<file path="src/rtl/oov_pkg.sv">
// constants and types for the input overvoltage fault response block
package oov_pkg;

    // ---------------------------------------------------------------
    // register command codes
    // ---------------------------------------------------------------
    localparam logic [7:0]  OOV_ADDR_THRESH    = 8'h55;
    localparam logic [7:0]  OOV_ADDR_REACT     = 8'h56;

    // ---------------------------------------------------------------
    // threshold register layout
    // ---------------------------------------------------------------
    localparam int          OOV_THR_EXP_LSB    = 11;
    localparam int          OOV_THR_EXP_W      = 5;
    localparam int          OOV_MANT_W         = 11;
    localparam int          OOV_EXP_CODE_W     = 3;
    localparam int          OOV_VIN_W          = 16;
    localparam int          OOV_CMP_W          = 18;

    // ---------------------------------------------------------------
    // reaction register layout
    // ---------------------------------------------------------------
    localparam int          OOV_RESP_LSB       = 6;
    localparam int          OOV_RETRY_LSB      = 3;
    localparam int          OOV_DELAY_LSB      = 0;
    localparam logic [1:0]  OOV_RESP_IGNORE    = 2'h0;
    localparam logic [1:0]  OOV_RESP_DELAYED   = 2'h1;
    localparam logic [1:0]  OOV_RESP_IMMED     = 2'h2;
    localparam logic [1:0]  OOV_RESP_UNTIL_CLR = 2'h3;
    localparam logic [2:0]  OOV_RETRY_INFINITE = 3'h7;

    // ---------------------------------------------------------------
    // values after reset
    // ---------------------------------------------------------------
    localparam logic [10:0] OOV_MANT_RST       = 11'h7ff;
    localparam logic [7:0]  OOV_REACT_RST      = 8'h00;

    // ---------------------------------------------------------------
    // timing
    // ---------------------------------------------------------------
    localparam int          OOV_CLK_PERIOD_PS  = 25000;
    localparam int          OOV_MS_PS          = 1000000000;
    localparam int          OOV_CYC_PER_MS     = OOV_MS_PS / OOV_CLK_PERIOD_PS;
    localparam int          OOV_MS_W           = 12;
    localparam int          OOV_DLY1_BASE_MS   = 10;

    // ---------------------------------------------------------------
    // response state machine
    // ---------------------------------------------------------------
    typedef enum logic [2:0] {
        OOV_ST_RUN,
        OOV_ST_DELAY,
        OOV_ST_RETRY_WAIT,
        OOV_ST_LATCHED,
        OOV_ST_HOLD
    } oov_state_t;

    // shutdown delay in ms for a delay code
    function automatic logic [OOV_MS_W-1:0] oov_dly1_ms(
        input logic [2:0] code
    );
        logic [OOV_MS_W-1:0] base;
        base = OOV_MS_W'(OOV_DLY1_BASE_MS);
        return base << code;
    endfunction : oov_dly1_ms

    // restart interval in ms for a delay code
    function automatic logic [OOV_MS_W-1:0] oov_dly2_ms(
        input logic [2:0] code
    );
        logic [OOV_MS_W-1:0] ms;
        ms = 12'h0fc;
        unique case (code)
            3'h0: ms = 12'h0fc;
            3'h1: ms = 12'h22e;
            3'h2: ms = 12'h39c;
            3'h3: ms = 12'h4ec;
            3'h4: ms = 12'h63c;
            3'h5: ms = 12'h78c;
            3'h6: ms = 12'h8dc;
            3'h7: ms = 12'ha2c;
        endcase
        return ms;
    endfunction : oov_dly2_ms

endpackage : oov_pkg

</file>
<file path="src/rtl/oov_ms_timer.sv">
// millisecond tick divider and interval countdown
`timescale 1ns/1ps
module oov_ms_timer
    import oov_pkg::*;
#(
    parameter int CYC_PER_MS = OOV_CYC_PER_MS
) (
    // clock and reset
    input  wire logic                mclk_i,
    input  wire logic                srst_i,
    // interval control
    input  wire logic                start_i,
    input  wire logic [OOV_MS_W-1:0] len_ms_i,
    // interval end
    output logic                     done_o
);

    localparam int PRE_W = $clog2(CYC_PER_MS);
    localparam logic [PRE_W-1:0] PRE_LOAD = PRE_W'(CYC_PER_MS - 1);

    if (CYC_PER_MS < 2) begin : g_bad_div
        $error("CYC_PER_MS must be at least 2");
    end

    logic [PRE_W-1:0]    pre_r;
    logic [OOV_MS_W-1:0] ms_r;
    logic                run_r;

    // ---------------------------------------------------------------
    // countdown, restarted by every start
    // ---------------------------------------------------------------
    // tick count restarts
    always_ff @(posedge mclk_i) begin
        if (srst_i) begin
            pre_r  <= PRE_LOAD;
            ms_r   <= '0;
            run_r  <= 1'b0;
            done_o <= 1'b0;
        end else if (start_i) begin
            pre_r  <= PRE_LOAD;
            ms_r   <= len_ms_i;
            run_r  <= (len_ms_i != '0);
            done_o <= 1'b0;
        end else begin
            done_o <= 1'b0;
            if (run_r) begin
                if (pre_r == '0) begin
                    pre_r <= PRE_LOAD;
                    ms_r  <= ms_r - 1'b1;
                    if (ms_r == OOV_MS_W'(1)) begin
                        run_r  <= 1'b0;
                        done_o <= 1'b1;
                    end
                end else begin
                    pre_r <= pre_r - 1'b1;
                end
            end
        end
    end

endmodule : oov_ms_timer

</file>
<file path="src/rtl/oov_fault_resp.sv">
// input overvoltage supervision with programmable fault response
`timescale 1ns/1ps

// Notes on behaviour
// - fault while sensed input exceeds threshold
// - eleven-bit writable threshold mantissa
// - top threshold bits read back exponent
// - two-bit response; code 00 ignores fault
// - code 01 waits delay then retries
// - code 10 shuts down immediately, retries
// - code 11 off until fault clears
// - delay field sets both wait times
// - zero to six retries, 7 unlimited
module oov_fault_resp
    import oov_pkg::*;
#(
    parameter int CYC_PER_MS = OOV_CYC_PER_MS
) (
    // clock and reset
    input  wire logic                      mclk_i,
    input  wire logic                      srst_i,
    // register command port
    input  wire logic                      reg_wr_i,
    input  wire logic                      reg_rd_i,
    input  wire logic [7:0]                reg_addr_i,
    input  wire logic [15:0]               reg_wdata_i,
    output logic      [15:0]               reg_rdata_o,
    output logic                           reg_rvalid_o,
    // exponent from the exponent register
    input  wire logic [OOV_EXP_CODE_W-1:0] exp_code_i,
    // sensed input voltage, same clock
    input  wire logic [OOV_VIN_W-1:0]      vin_i,
    // status and control outputs
    output logic                           ov_fault_o,
    output logic                           output_en_o,
    output logic                           latched_off_o,
    output logic      [2:0]                retry_cnt_o
);

    // ---------------------------------------------------------------
    // registers
    // ---------------------------------------------------------------
    logic [OOV_MANT_W-1:0] mant_r;
    logic [7:0]            react_r;
    logic                  fault_r;
    oov_state_t            state_r;
    oov_state_t            state_nxt;
    logic [2:0]            retry_r;
    logic [2:0]            retry_nxt;
    logic                  tmr_start;
    logic [OOV_MS_W-1:0]   tmr_len;
    logic                  tmr_done;

    logic [1:0]            resp;
    logic [2:0]            retry_lim;
    logic [2:0]            dly_code;
    logic [OOV_CMP_W-1:0]  thr_val;

    assign resp      = react_r[OOV_RESP_LSB +: 2];
    assign retry_lim = react_r[OOV_RETRY_LSB +: 3];
    assign dly_code  = react_r[OOV_DELAY_LSB +: 3];

    // threshold value as mantissa times two to the exponent
    function automatic logic [OOV_CMP_W-1:0] thr_value(
        input logic [OOV_MANT_W-1:0]     mant,
        input logic [OOV_EXP_CODE_W-1:0] expo
    );
        logic [OOV_CMP_W-1:0] wide;
        wide = OOV_CMP_W'(mant);
        return wide << expo;
    endfunction : thr_value

    assign thr_val = thr_value(mant_r, exp_code_i);

    // ---------------------------------------------------------------
    // register writes
    // ---------------------------------------------------------------
    always_ff @(posedge mclk_i) begin
        if (srst_i) begin
            mant_r  <= OOV_MANT_RST;
            react_r <= OOV_REACT_RST;
        end else if (reg_wr_i) begin
            if (reg_addr_i == OOV_ADDR_THRESH) begin
                mant_r <= reg_wdata_i[OOV_MANT_W-1:0];
            end
            if (reg_addr_i == OOV_ADDR_REACT) begin
                react_r <= reg_wdata_i[7:0];
            end
        end
    end

    // ---------------------------------------------------------------
    // register reads
    // ---------------------------------------------------------------
    always_ff @(posedge mclk_i) begin
        if (srst_i) begin
            reg_rdata_o  <= '0;
            reg_rvalid_o <= 1'b0;
        end else begin
            reg_rvalid_o <= reg_rd_i;
            if (reg_rd_i) begin
                unique case (reg_addr_i)
                    OOV_ADDR_THRESH: reg_rdata_o <= {
                        OOV_THR_EXP_W'(exp_code_i), mant_r};
                    OOV_ADDR_REACT:  reg_rdata_o <= {8'h00, react_r};
                    default:         reg_rdata_o <= '0;
                endcase
            end
        end
    end

    // ---------------------------------------------------------------
    // fault detection
    // ---------------------------------------------------------------
    // strict compare
    always_ff @(posedge mclk_i) begin
        if (srst_i) begin
            fault_r <= 1'b0;
        end else begin
            fault_r <= (OOV_CMP_W'(vin_i) > thr_val);
        end
    end

    // ---------------------------------------------------------------
    // response state machine
    // ---------------------------------------------------------------
    always_comb begin
        state_nxt = state_r;
        retry_nxt = retry_r;
        tmr_start = 1'b0;
        tmr_len   = oov_dly1_ms(dly_code);
        unique case (state_r)
            OOV_ST_RUN: begin
                if (!fault_r) begin
                    retry_nxt = '0;
                end else begin
                    unique case (resp)
                        OOV_RESP_IGNORE: state_nxt = OOV_ST_RUN;
                        OOV_RESP_DELAYED: begin
                            state_nxt = OOV_ST_DELAY;
                            tmr_start = 1'b1;
                        end
                        OOV_RESP_IMMED: begin
                            tmr_start = 1'b1;
                            tmr_len   = oov_dly2_ms(dly_code);
                            if (retry_lim == OOV_RETRY_INFINITE ||
                                retry_r < retry_lim) begin
                                state_nxt = OOV_ST_RETRY_WAIT;
                            end else begin
                                state_nxt = OOV_ST_LATCHED;
                            end
                        end
                        OOV_RESP_UNTIL_CLR: state_nxt = OOV_ST_HOLD;
                    endcase
                end
            end
            OOV_ST_DELAY: begin
                if (!fault_r) begin
                    state_nxt = OOV_ST_RUN;
                end else if (tmr_done) begin
                    tmr_start = 1'b1;
                    tmr_len   = oov_dly2_ms(dly_code);
                    if (retry_lim == OOV_RETRY_INFINITE ||
                        retry_r < retry_lim) begin
                        state_nxt = OOV_ST_RETRY_WAIT;
                    end else begin
                        state_nxt = OOV_ST_LATCHED;
                    end
                end
            end
            OOV_ST_RETRY_WAIT: begin
                if (tmr_done) begin
                    state_nxt = OOV_ST_RUN;
                    if (retry_lim != OOV_RETRY_INFINITE) begin
                        retry_nxt = retry_r + 3'h1;
                    end
                end
            end
            OOV_ST_LATCHED: state_nxt = OOV_ST_LATCHED;
            OOV_ST_HOLD: begin
                if (!fault_r) begin
                    state_nxt = OOV_ST_RUN;
                end
            end
            default: state_nxt = OOV_ST_LATCHED;
        endcase
    end

    always_ff @(posedge mclk_i) begin
        if (srst_i) begin
            state_r <= OOV_ST_RUN;
            retry_r <= '0;
        end else begin
            state_r <= state_nxt;
            retry_r <= retry_nxt;
        end
    end

    // ---------------------------------------------------------------
    // outputs
    // ---------------------------------------------------------------
    always_ff @(posedge mclk_i) begin
        if (srst_i) begin
            output_en_o   <= 1'b1;
            latched_off_o <= 1'b0;
            ov_fault_o    <= 1'b0;
            retry_cnt_o   <= '0;
        end else begin
            output_en_o   <= (state_nxt == OOV_ST_RUN) ||
                             (state_nxt == OOV_ST_DELAY);
            latched_off_o <= (state_nxt == OOV_ST_LATCHED);
            ov_fault_o    <= fault_r;
            retry_cnt_o   <= retry_nxt;
        end
    end

    // ---------------------------------------------------------------
    // interval timer
    // ---------------------------------------------------------------
    oov_ms_timer #(
        .CYC_PER_MS (CYC_PER_MS)
    ) u_timer (
        .mclk_i   (mclk_i),
        .srst_i   (srst_i),
        .start_i  (tmr_start),
        .len_ms_i (tmr_len),
        .done_o   (tmr_done)
    );

endmodule : oov_fault_resp

</file>
<file path="config.mk">
export PLATFORM = sky130hd
export DESIGN_NAME = oov_fault_resp
export DESIGN_NICKNAME = d
export VERILOG_FILES = /design/src/rtl/oov_pkg.sv /design/src/rtl/oov_ms_timer.sv /design/src/rtl/oov_fault_resp.sv
export SDC_FILE = /design/constraint.sdc
export NUM_CORES = 1
export LEC_CHECK = 0
export BUFFER_PORTS_ARGS = -buffer_cell sky130_fd_sc_hd__buf_4
export CAP_MARGIN = 20
export CELL_PAD_IN_SITES_DETAIL_PLACEMENT = 1
export CELL_PAD_IN_SITES_GLOBAL_PLACEMENT = 2
export CORE_ASPECT_RATIO = 0.9
export CORE_MARGIN = 8
export CORE_UTILIZATION = 35
export CTS_CLUSTER_SIZE = 12
export DETAILED_ROUTE_END_ITERATION = 10
export GPL_ROUTABILITY_DRIVEN = 0
export HOLD_SLACK_MARGIN = 0.08
export PLACE_DENSITY_LB_ADDON = 0.1
export SYNTH_ARGS = -nofsm -noshare
export SYNTH_HDL_FRONTEND = slang
export SYNTH_SLANG_ARGS = --single-unit
</file>
<file path="constraint.sdc">
create_clock -name mclk_i -period 3.4 [get_ports mclk_i]
set_input_delay 0.51 -clock mclk_i [delete_from_list [all_inputs] [get_ports mclk_i]]
set_output_delay 0.51 -clock mclk_i [all_outputs]
set_load 0.005 [all_outputs]
</file>
==> run_results.csv, run 1 <==
group,metric,value,unit
run_status,run_status,"finished clean",
pwr,leakage,2.29,nW
place,dp_hpwl,9.48,mm
worst_setup_path,reg2reg_from,"mant_r[9]$_SDFFE_PP1P_",
global_routing,maximum_number_of_pins_on_one_net_before_global_route_repair,65,
clock_network,cts_sinks,83,
logic_synthesis,synthesis.yosys.warnings,0,
route,ant_nets,0,
global_routing,globalRouteTotalUtil,14.4,%
sta,timing.clock.skew,0.00957,ns
worst_hold_path,hold_path_class,"input pin to flop",
worst_setup_path,critical_path.max_fanout,5,
logic_synthesis,avgSynthCellArea,8.90,µm²
global_routing,busiest_layer,"met2",
global_routing,vias_in_the_first_global_route,4087,
pwr,p_total,2.15,mW
place,dpl.cell_count,741,
worst_hold_path,worst_hold_startpoint,"reg_wdata_i[10]",
logic_synthesis,ys_dominant_reg_cell,"dfxtp_1",
logic_synthesis,post_synth_instance_area,4840,µm²
logic_synthesis,synth_enable_flop_cells,0,
sta,layout_setup_ws,1.05,ns
place,io_buffers,62,
logic_synthesis,netlist-cell-type-count,64,
die,initial_core_util,36.1,%
final_layout,areaGrowthSynthToFinish,17.2,%
logic_synthesis,yosysTopAreaCell,"dfxtp_1",
global_routing,grt.met1_usage,19.7,%
sta,slew_headroom,39.2,%
clock_network,clockBufferDepth,2,
route,drt_first_iter_violations,189,
pwr,vdd_drop_max,0.000252,V
final_layout,post_layout_nonfiller_instances,757,
sta,fin_tns_setup,0,ns
route,drt-wirelength-per-cell,16.6,µm
worst_setup_path,arrival,2.55,ns
route,drt-total-wl,12.6,mm
logic_synthesis,synth-seq-area-share,34.3,%
logic_synthesis,post_synth_inst_count,544,
pwr,powerDensity,379,nW/µm²
worst_setup_path,worst-setup-path-type,"flop to flop",
clock_network,htree_levels,3,
global_routing,grt.overflow.total,0,
final_layout,layout.cells.most_common,"dfxtp_1",
sta,max_freq,426,MHz
clock_network,clk_pin_slew,0.06,ns
worst_setup_path,crit_required,3.61,ns
clock_network,cts_made_buffers,9,
route,avgViaCountPerCell,5.24,
logic_synthesis,yosys_register_bits,83,
clock_network,cts_hold_repair.buffers,0,
clock_network,post_cts_resized,0,
route,drc_errors,0,
sta,min_period_over_period,69.0,%
place,dp_worst_setup_slack,0.686,ns
die,coreArea,13400,µm²
die,std_cell_rows,40,
die,die_extent_in_x,140,µm
place,place_area,5360,µm²
clock_network,worst_skew_pair.late_latency,0.35,ns
clock_network,tritoncts_clock_tree,"done",
clock_network,cts.root.buffer_cell,"clkbuf_16",
sta,final_period_minus_worst_setup_slack,2.35,ns
final_layout,layout.cells.most_common_list,"dfxtp_1 (83), buf_4 (65), nand2_1 (53)",
global_routing,met3_routing_resource_usage_after_global_routing,3.50,%
logic_synthesis,synth.top_cell.area_share,34.3,%
sta,count_of_final_setup_violators,0,
sta,max_slew_violations,0,
worst_setup_path,cp-start-kind,"flop",
final_layout,fin_nets,662,
global_routing,grt_antenna_before_repair,0,
sta,finalHoldViolCount,0,
run,max_cap_viol_count,0,
clock_network,post_cts_buffers,0,
route,total_via_count_after_detailed_routing,3969,
sta,max_slew.worst_pin.slew,0.912,ns
global_routing,global_route_wire_length_before_repair,20.9,mm
die,die-height,128,µm
worst_setup_path,setup.worst_path.end_class,"flop",
route,drt-pass1-iter-count,4,
logic_synthesis,synth_async_sr_flop_share,0,%
die,die_area,17900,µm²
final_layout,postLayoutCellArea,5670,µm²
final_layout,insertedDiodeCount,0,
final_layout,drive_gt1_share,19.2,%
worst_setup_path,worst_setup_path_startpoint,"mant_r[9]$_SDFFE_PP1P_",
logic_synthesis,ys_top_cells_by_area,"dfxtp_1 (34%), ha_1 (8.0%), mux2i_1 (7.4%)",
die,io_pins,70,
global_routing,groute.layer.met2.usage,21.5,%
sta,setup_repair_after_global_routing_missed_its_margin,"no",
==> Yosys cell counts (6+ instances only) <==
cell,number
a211oi_2,12
a21oi_1,23
a22o_1,8
buf_2,9
clkbuf_1,20
dfxtp_1,83
ha_1,31
inv_1,19
mux2i_1,36
nand2_1,53
nand2b_1,16
nand3_1,17
nand3b_1,13
nand4_1,10
nor2_1,51
nor2b_1,12
nor3_1,9
nor3b_1,6
nor4_1,6
o21ai_0,8
xnor2_1,9
xor2_1,18
==> critical path, stage by stage (launching register included) <==
cell and delay, ns:
dfxtp_1 0.44, mux2_2 0.20, nor2_1 0.04, a21oi_1 0.25
mux2i_1 0.12, ha_1 0.31, nand4_1 0.14, o21ba_2 0.18
o41ai_1 0.38, a31oi_1 0.16
==> worst paths after layout <==
path                                      end  slack (ns)  cells after the start
setup / recovery           fault_r$_SDFF_PP0_        1.05                      9
hold / removal        mant_r[10]$_SDFFE_PP1P_        0.38                      3
setup reg to reg           fault_r$_SDFF_PP0_        1.05                      9
hold reg to reg   reg_rdata_o[3]$_SDFFE_PP0P_        0.47                      2
==> layer usage <==
| layer | part of all wire, % | wire length [µm] |
|---|---|---|
| met1 | 51 | 6460 |
| met2 | 44 | 5490 |
| met3 | 3.4 | 421 |
| met4 | 1.4 | 181 |
| met5 | 0 | 0 |
==> cells by family after synthesis <==
logic type / Yosys count / synth area share [%]
AND/OR/NAND/NOR: 224 / 25.9
flip-flops: 83 / 34.3
AO/OA/AOI/OAI: 82 / 13.2
XOR/XNOR: 27 / 4.89
buffers and inverters: 56 / 5.27
multiplexers: 39 / 8.14
adder cells (fa/ha/maj): 32 / 8.22
other: 1 / 0.0775
==> layout make-up <==
class | instances | area [µm²]
tap | 168 | 210
timing repair buffer | 65 | 488
clock inverter | 4 | 56.3
sequential | 83 | 1660
fill | 1559 | 7740
multi-input combinational | 406 | 2930
inverter | 19 | 71.3
clock buffer | 12 | 256
==> per-stage QoR <==
| stage | utilization, % | hold slack, ns |
|---|---|---|
| floorplan | - | 0.467 |
| global placement | 39.9 | 0.465 |
| detailed placement | 39.9 | 0.464 |
| CTS | 42.3 | 0.370 |
| global route | 42.3 | 0.376 |
| finish | 42.3 | 0.382 |
==> where the power goes <==
part | internal (mW) | total, mW | leakage, nW | switching, mW
sequential | 0.975 | 0.978 | 0.670 | 0.00260
combinational | 0.0705 | 0.147 | 1.47 | 0.0761
clock | 0.615 | 1.03 | 0.153 | 0.411
total | 1.66 | 2.15 | 2.29 | 0.489
Note: power is estimated with default switching activity, not from simulation.
==> run 2, diff against run 1 <==
==> constraint.sdc (replaced) <==
create_clock -name mclk_i -period 2.2 [get_ports mclk_i]
set_input_delay 0.33 -clock mclk_i [delete_from_list [all_inputs] [get_ports mclk_i]]
set_output_delay 0.33 -clock mclk_i [all_outputs]
set_load 0.005 [all_outputs]
==> run 2 against run 1 <==
Net effect:
- sequential power increased by 54%
- register-to-register slack worse by 0.95 ns
- global-route usage rose by 1.2 points
- die area did not move
- flip-flop and latch count stayed put
- non-clock buffer count up 29
- critical path type unchanged
- largest power group is now sequential cells
- highest routed layer unchanged
==> run_results.csv, run 2 (synthesis gave the netlist of run 1 again) <==
group,metric,value,unit
run_status,run_status,"finished clean",
final_layout,fin_nets,691,
sta,timing.clock.skew,0.00541,ns
final_layout,layout.core_utilization,44.6,%
clock_network,cts_hold_repair.buffers,0,
global_routing,globalRouteTotalUtil,15.6,%
route,ant_nets,0,
pwr,p_total,3.20,mW
worst_setup_path,cpLargestDelayFamily,"compound AO/OA/AOI/OAI gates",
sta,max_slew_violations,0,
sta,finalHoldViolCount,0,
route,drc_errors,0,
pwr,pwr-share-comb,7.9,%
pwr,total_switching_power,767,µW
route,drt-pass1-iter-count,4,
worst_setup_path,cp_slowest_cell,"dfxtp_2",
die,die_area,17900,µm²
worst_setup_path,worst-setup-path-type,"flop to flop",
global_routing,grt_antenna_before_repair,0,
worst_setup_path,setup.worst_path.end_class,"flop",
worst_hold_path,worst_hold_startpoint,"reg_wdata_i[8]",
route,drt-wirelength-per-cell,17.3,µm
sta,slew_headroom,57.2,%
global_routing,grt.overflow.total,0,
final_layout,areaGrowthSynthToFinish,23.6,%
clock_network,clk_pin_slew,0.06,ns
die,die-height,128,µm
die,coreArea,13400,µm²
global_routing,vias_in_the_first_global_route,4448,
sta,fin_tns_setup,0,ns
run,max_cap_viol_count,0,
die,io_pins,70,
die,initial_core_util,36.1,%
pwr,vdd_drop_max,0.000380,V
clock_network,cts_sinks,83,
place,io_buffers,62,
clock_network,clockBufferDepth,2,
global_routing,global_route_wire_length_before_repair,22.7,mm
worst_hold_path,hold_path_class,"input pin to flop",
worst_setup_path,arrival,2.31,ns
route,total_via_count_after_detailed_routing,4095,
pwr,cell_internal_pwr,2.43,mW
sta,count_of_final_setup_violators,0,
sta,final_period_minus_worst_setup_slack,2.10,ns
route,drt_first_iter_violations,133,
worst_setup_path,worst_setup_path_startpoint,"mant_r[2]$_SDFFE_PP1P_",
pwr,power_frac_seq,47.1,%
sta,layout_setup_ws,0.105,ns
clock_network,worst_skew_pair.late_latency,0.34,ns
worst_setup_path,worstPathBufferInverterCount,0,
final_layout,drive_gt1_share,26.4,%
route,drt-total-wl,13.6,mm
pwr,leakage,2.41,nW
pwr,power.switching_fraction,24.0,%
worst_setup_path,cp-start-kind,"flop",
pwr,power.share.clock,44.9,%
sta,max_slew.worst_pin.slew,0.641,ns
die,std_cell_rows,40,
clock_network,cts.root.buffer_cell,"clkbuf_16",
place,dp_hpwl,10.3,mm
sta,min_period_over_period,95.2,%
worst_setup_path,crit_required,2.42,ns
clock_network,htree_levels,3,
place,dp_worst_setup_slack,-0.283,ns
final_layout,layout.cells.most_common_list,"buf_4 (94), dfxtp_1 (74), nand2_1 (53)",
worst_setup_path,reg2reg_from,"mant_r[2]$_SDFFE_PP1P_",
final_layout,layout.cells.most_common,"buf_4",
clock_network,cts_made_buffers,9,
worst_setup_path,critical_path.max_fanout,3,
final_layout,insertedDiodeCount,0,
clock_network,tritoncts_clock_tree,"done",
worst_setup_path,path_cells,"mux2i_4, mux2i_2, nand2b_1, ha_1, a21o_1, a21oi_1, nor3b_2, o41ai_2, a31oi_1",
worst_setup_path,worst_path_largest_cell_delay,0.40,ns
global_routing,maximum_number_of_pins_on_one_net_before_global_route_repair,36,
sta,max_freq,477,MHz
route,avgViaCountPerCell,5.21,
die,die_extent_in_x,140,µm
pwr,powerDensity,535,nW/µm²
[run 2: cell types whose count changed in the layout (fill, tap and decap cells not counted), sizes merged]
cell    previous run  this run
buf               65        94
bufinv             1         0
clkbuf            12        13
[run 2: stage by stage]
stage          cell area [µm²]  hold WS [ns]  instances
2_1_floorplan             4860         0.454        545
3_3_place_gp              5580         0.465        769
3_5_place_dp              5580         0.466        769
4_1_cts                   5860         0.188        785
5_1_grt                   5980         0.200        786
6_report                  5980         0.199        786
[run 2: final timing paths]
| path | to | slack, ns | depth (start not counted) |
|---|---|---|---|
| max | fault_r$_SDFF_PP0_ | 0.10 | 9 |
| min | mant_r[8]$_SDFFE_PP1P_ | 0.20 | 3 |
| max reg2reg | fault_r$_SDFF_PP0_ | 0.10 | 9 |
| min reg2reg | reg_rdata_o[2]$_SDFFE_PP0P_ | 0.47 | 2 |
[run 2: routing by layer]
| layer | vias to the layer above | routed length (µm) | GRT usage [%] |
|---|---|---|---|
| li1 | 2044 | - | - |
| met1 | 1988 | 6600 | 20.0 |
| met2 | 52 | 6410 | 26.0 |
| met3 | 11 | 424 | 3.57 |
| met4 | 0 | 136 | 4.21 |
| met5 | - | 0 | 0 |
[run 2: cell type report]
class                           count  area [µm²]
Fill cell                        1540        7430
Multi-Input combinational cell    406        3040
Sequential cell                    83        1680
Timing Repair Buffer               94         706
Clock buffer                       13         250
Tap cell                          168         210
Inverter                           19        71.3
Clock inverter                      3        22.5
[run 2: tightest hold or removal path, delay by kind of cell]
kind          cells  cell delay (ns)
buf+inv           1             0.08
simple gates      2             0.11
[run 2: power groups by stage]
stage	combinational (mW)	sequential, mW	clock (mW)
global placement	0.240	1.54	0
floorplan	0.138	1.54	0
finish	0.254	1.51	1.44
global route	0.281	1.51	1.55
CTS	0.251	1.51	1.49
detailed placement	0.249	1.54	0
[run 2: what timing repair did]
action                                  4_1_cts  5_1_grt
buffers inserted                              0        1
resized for setup                             2       29
pin swaps                                     0        4
endpoints found under the setup margin        1        9
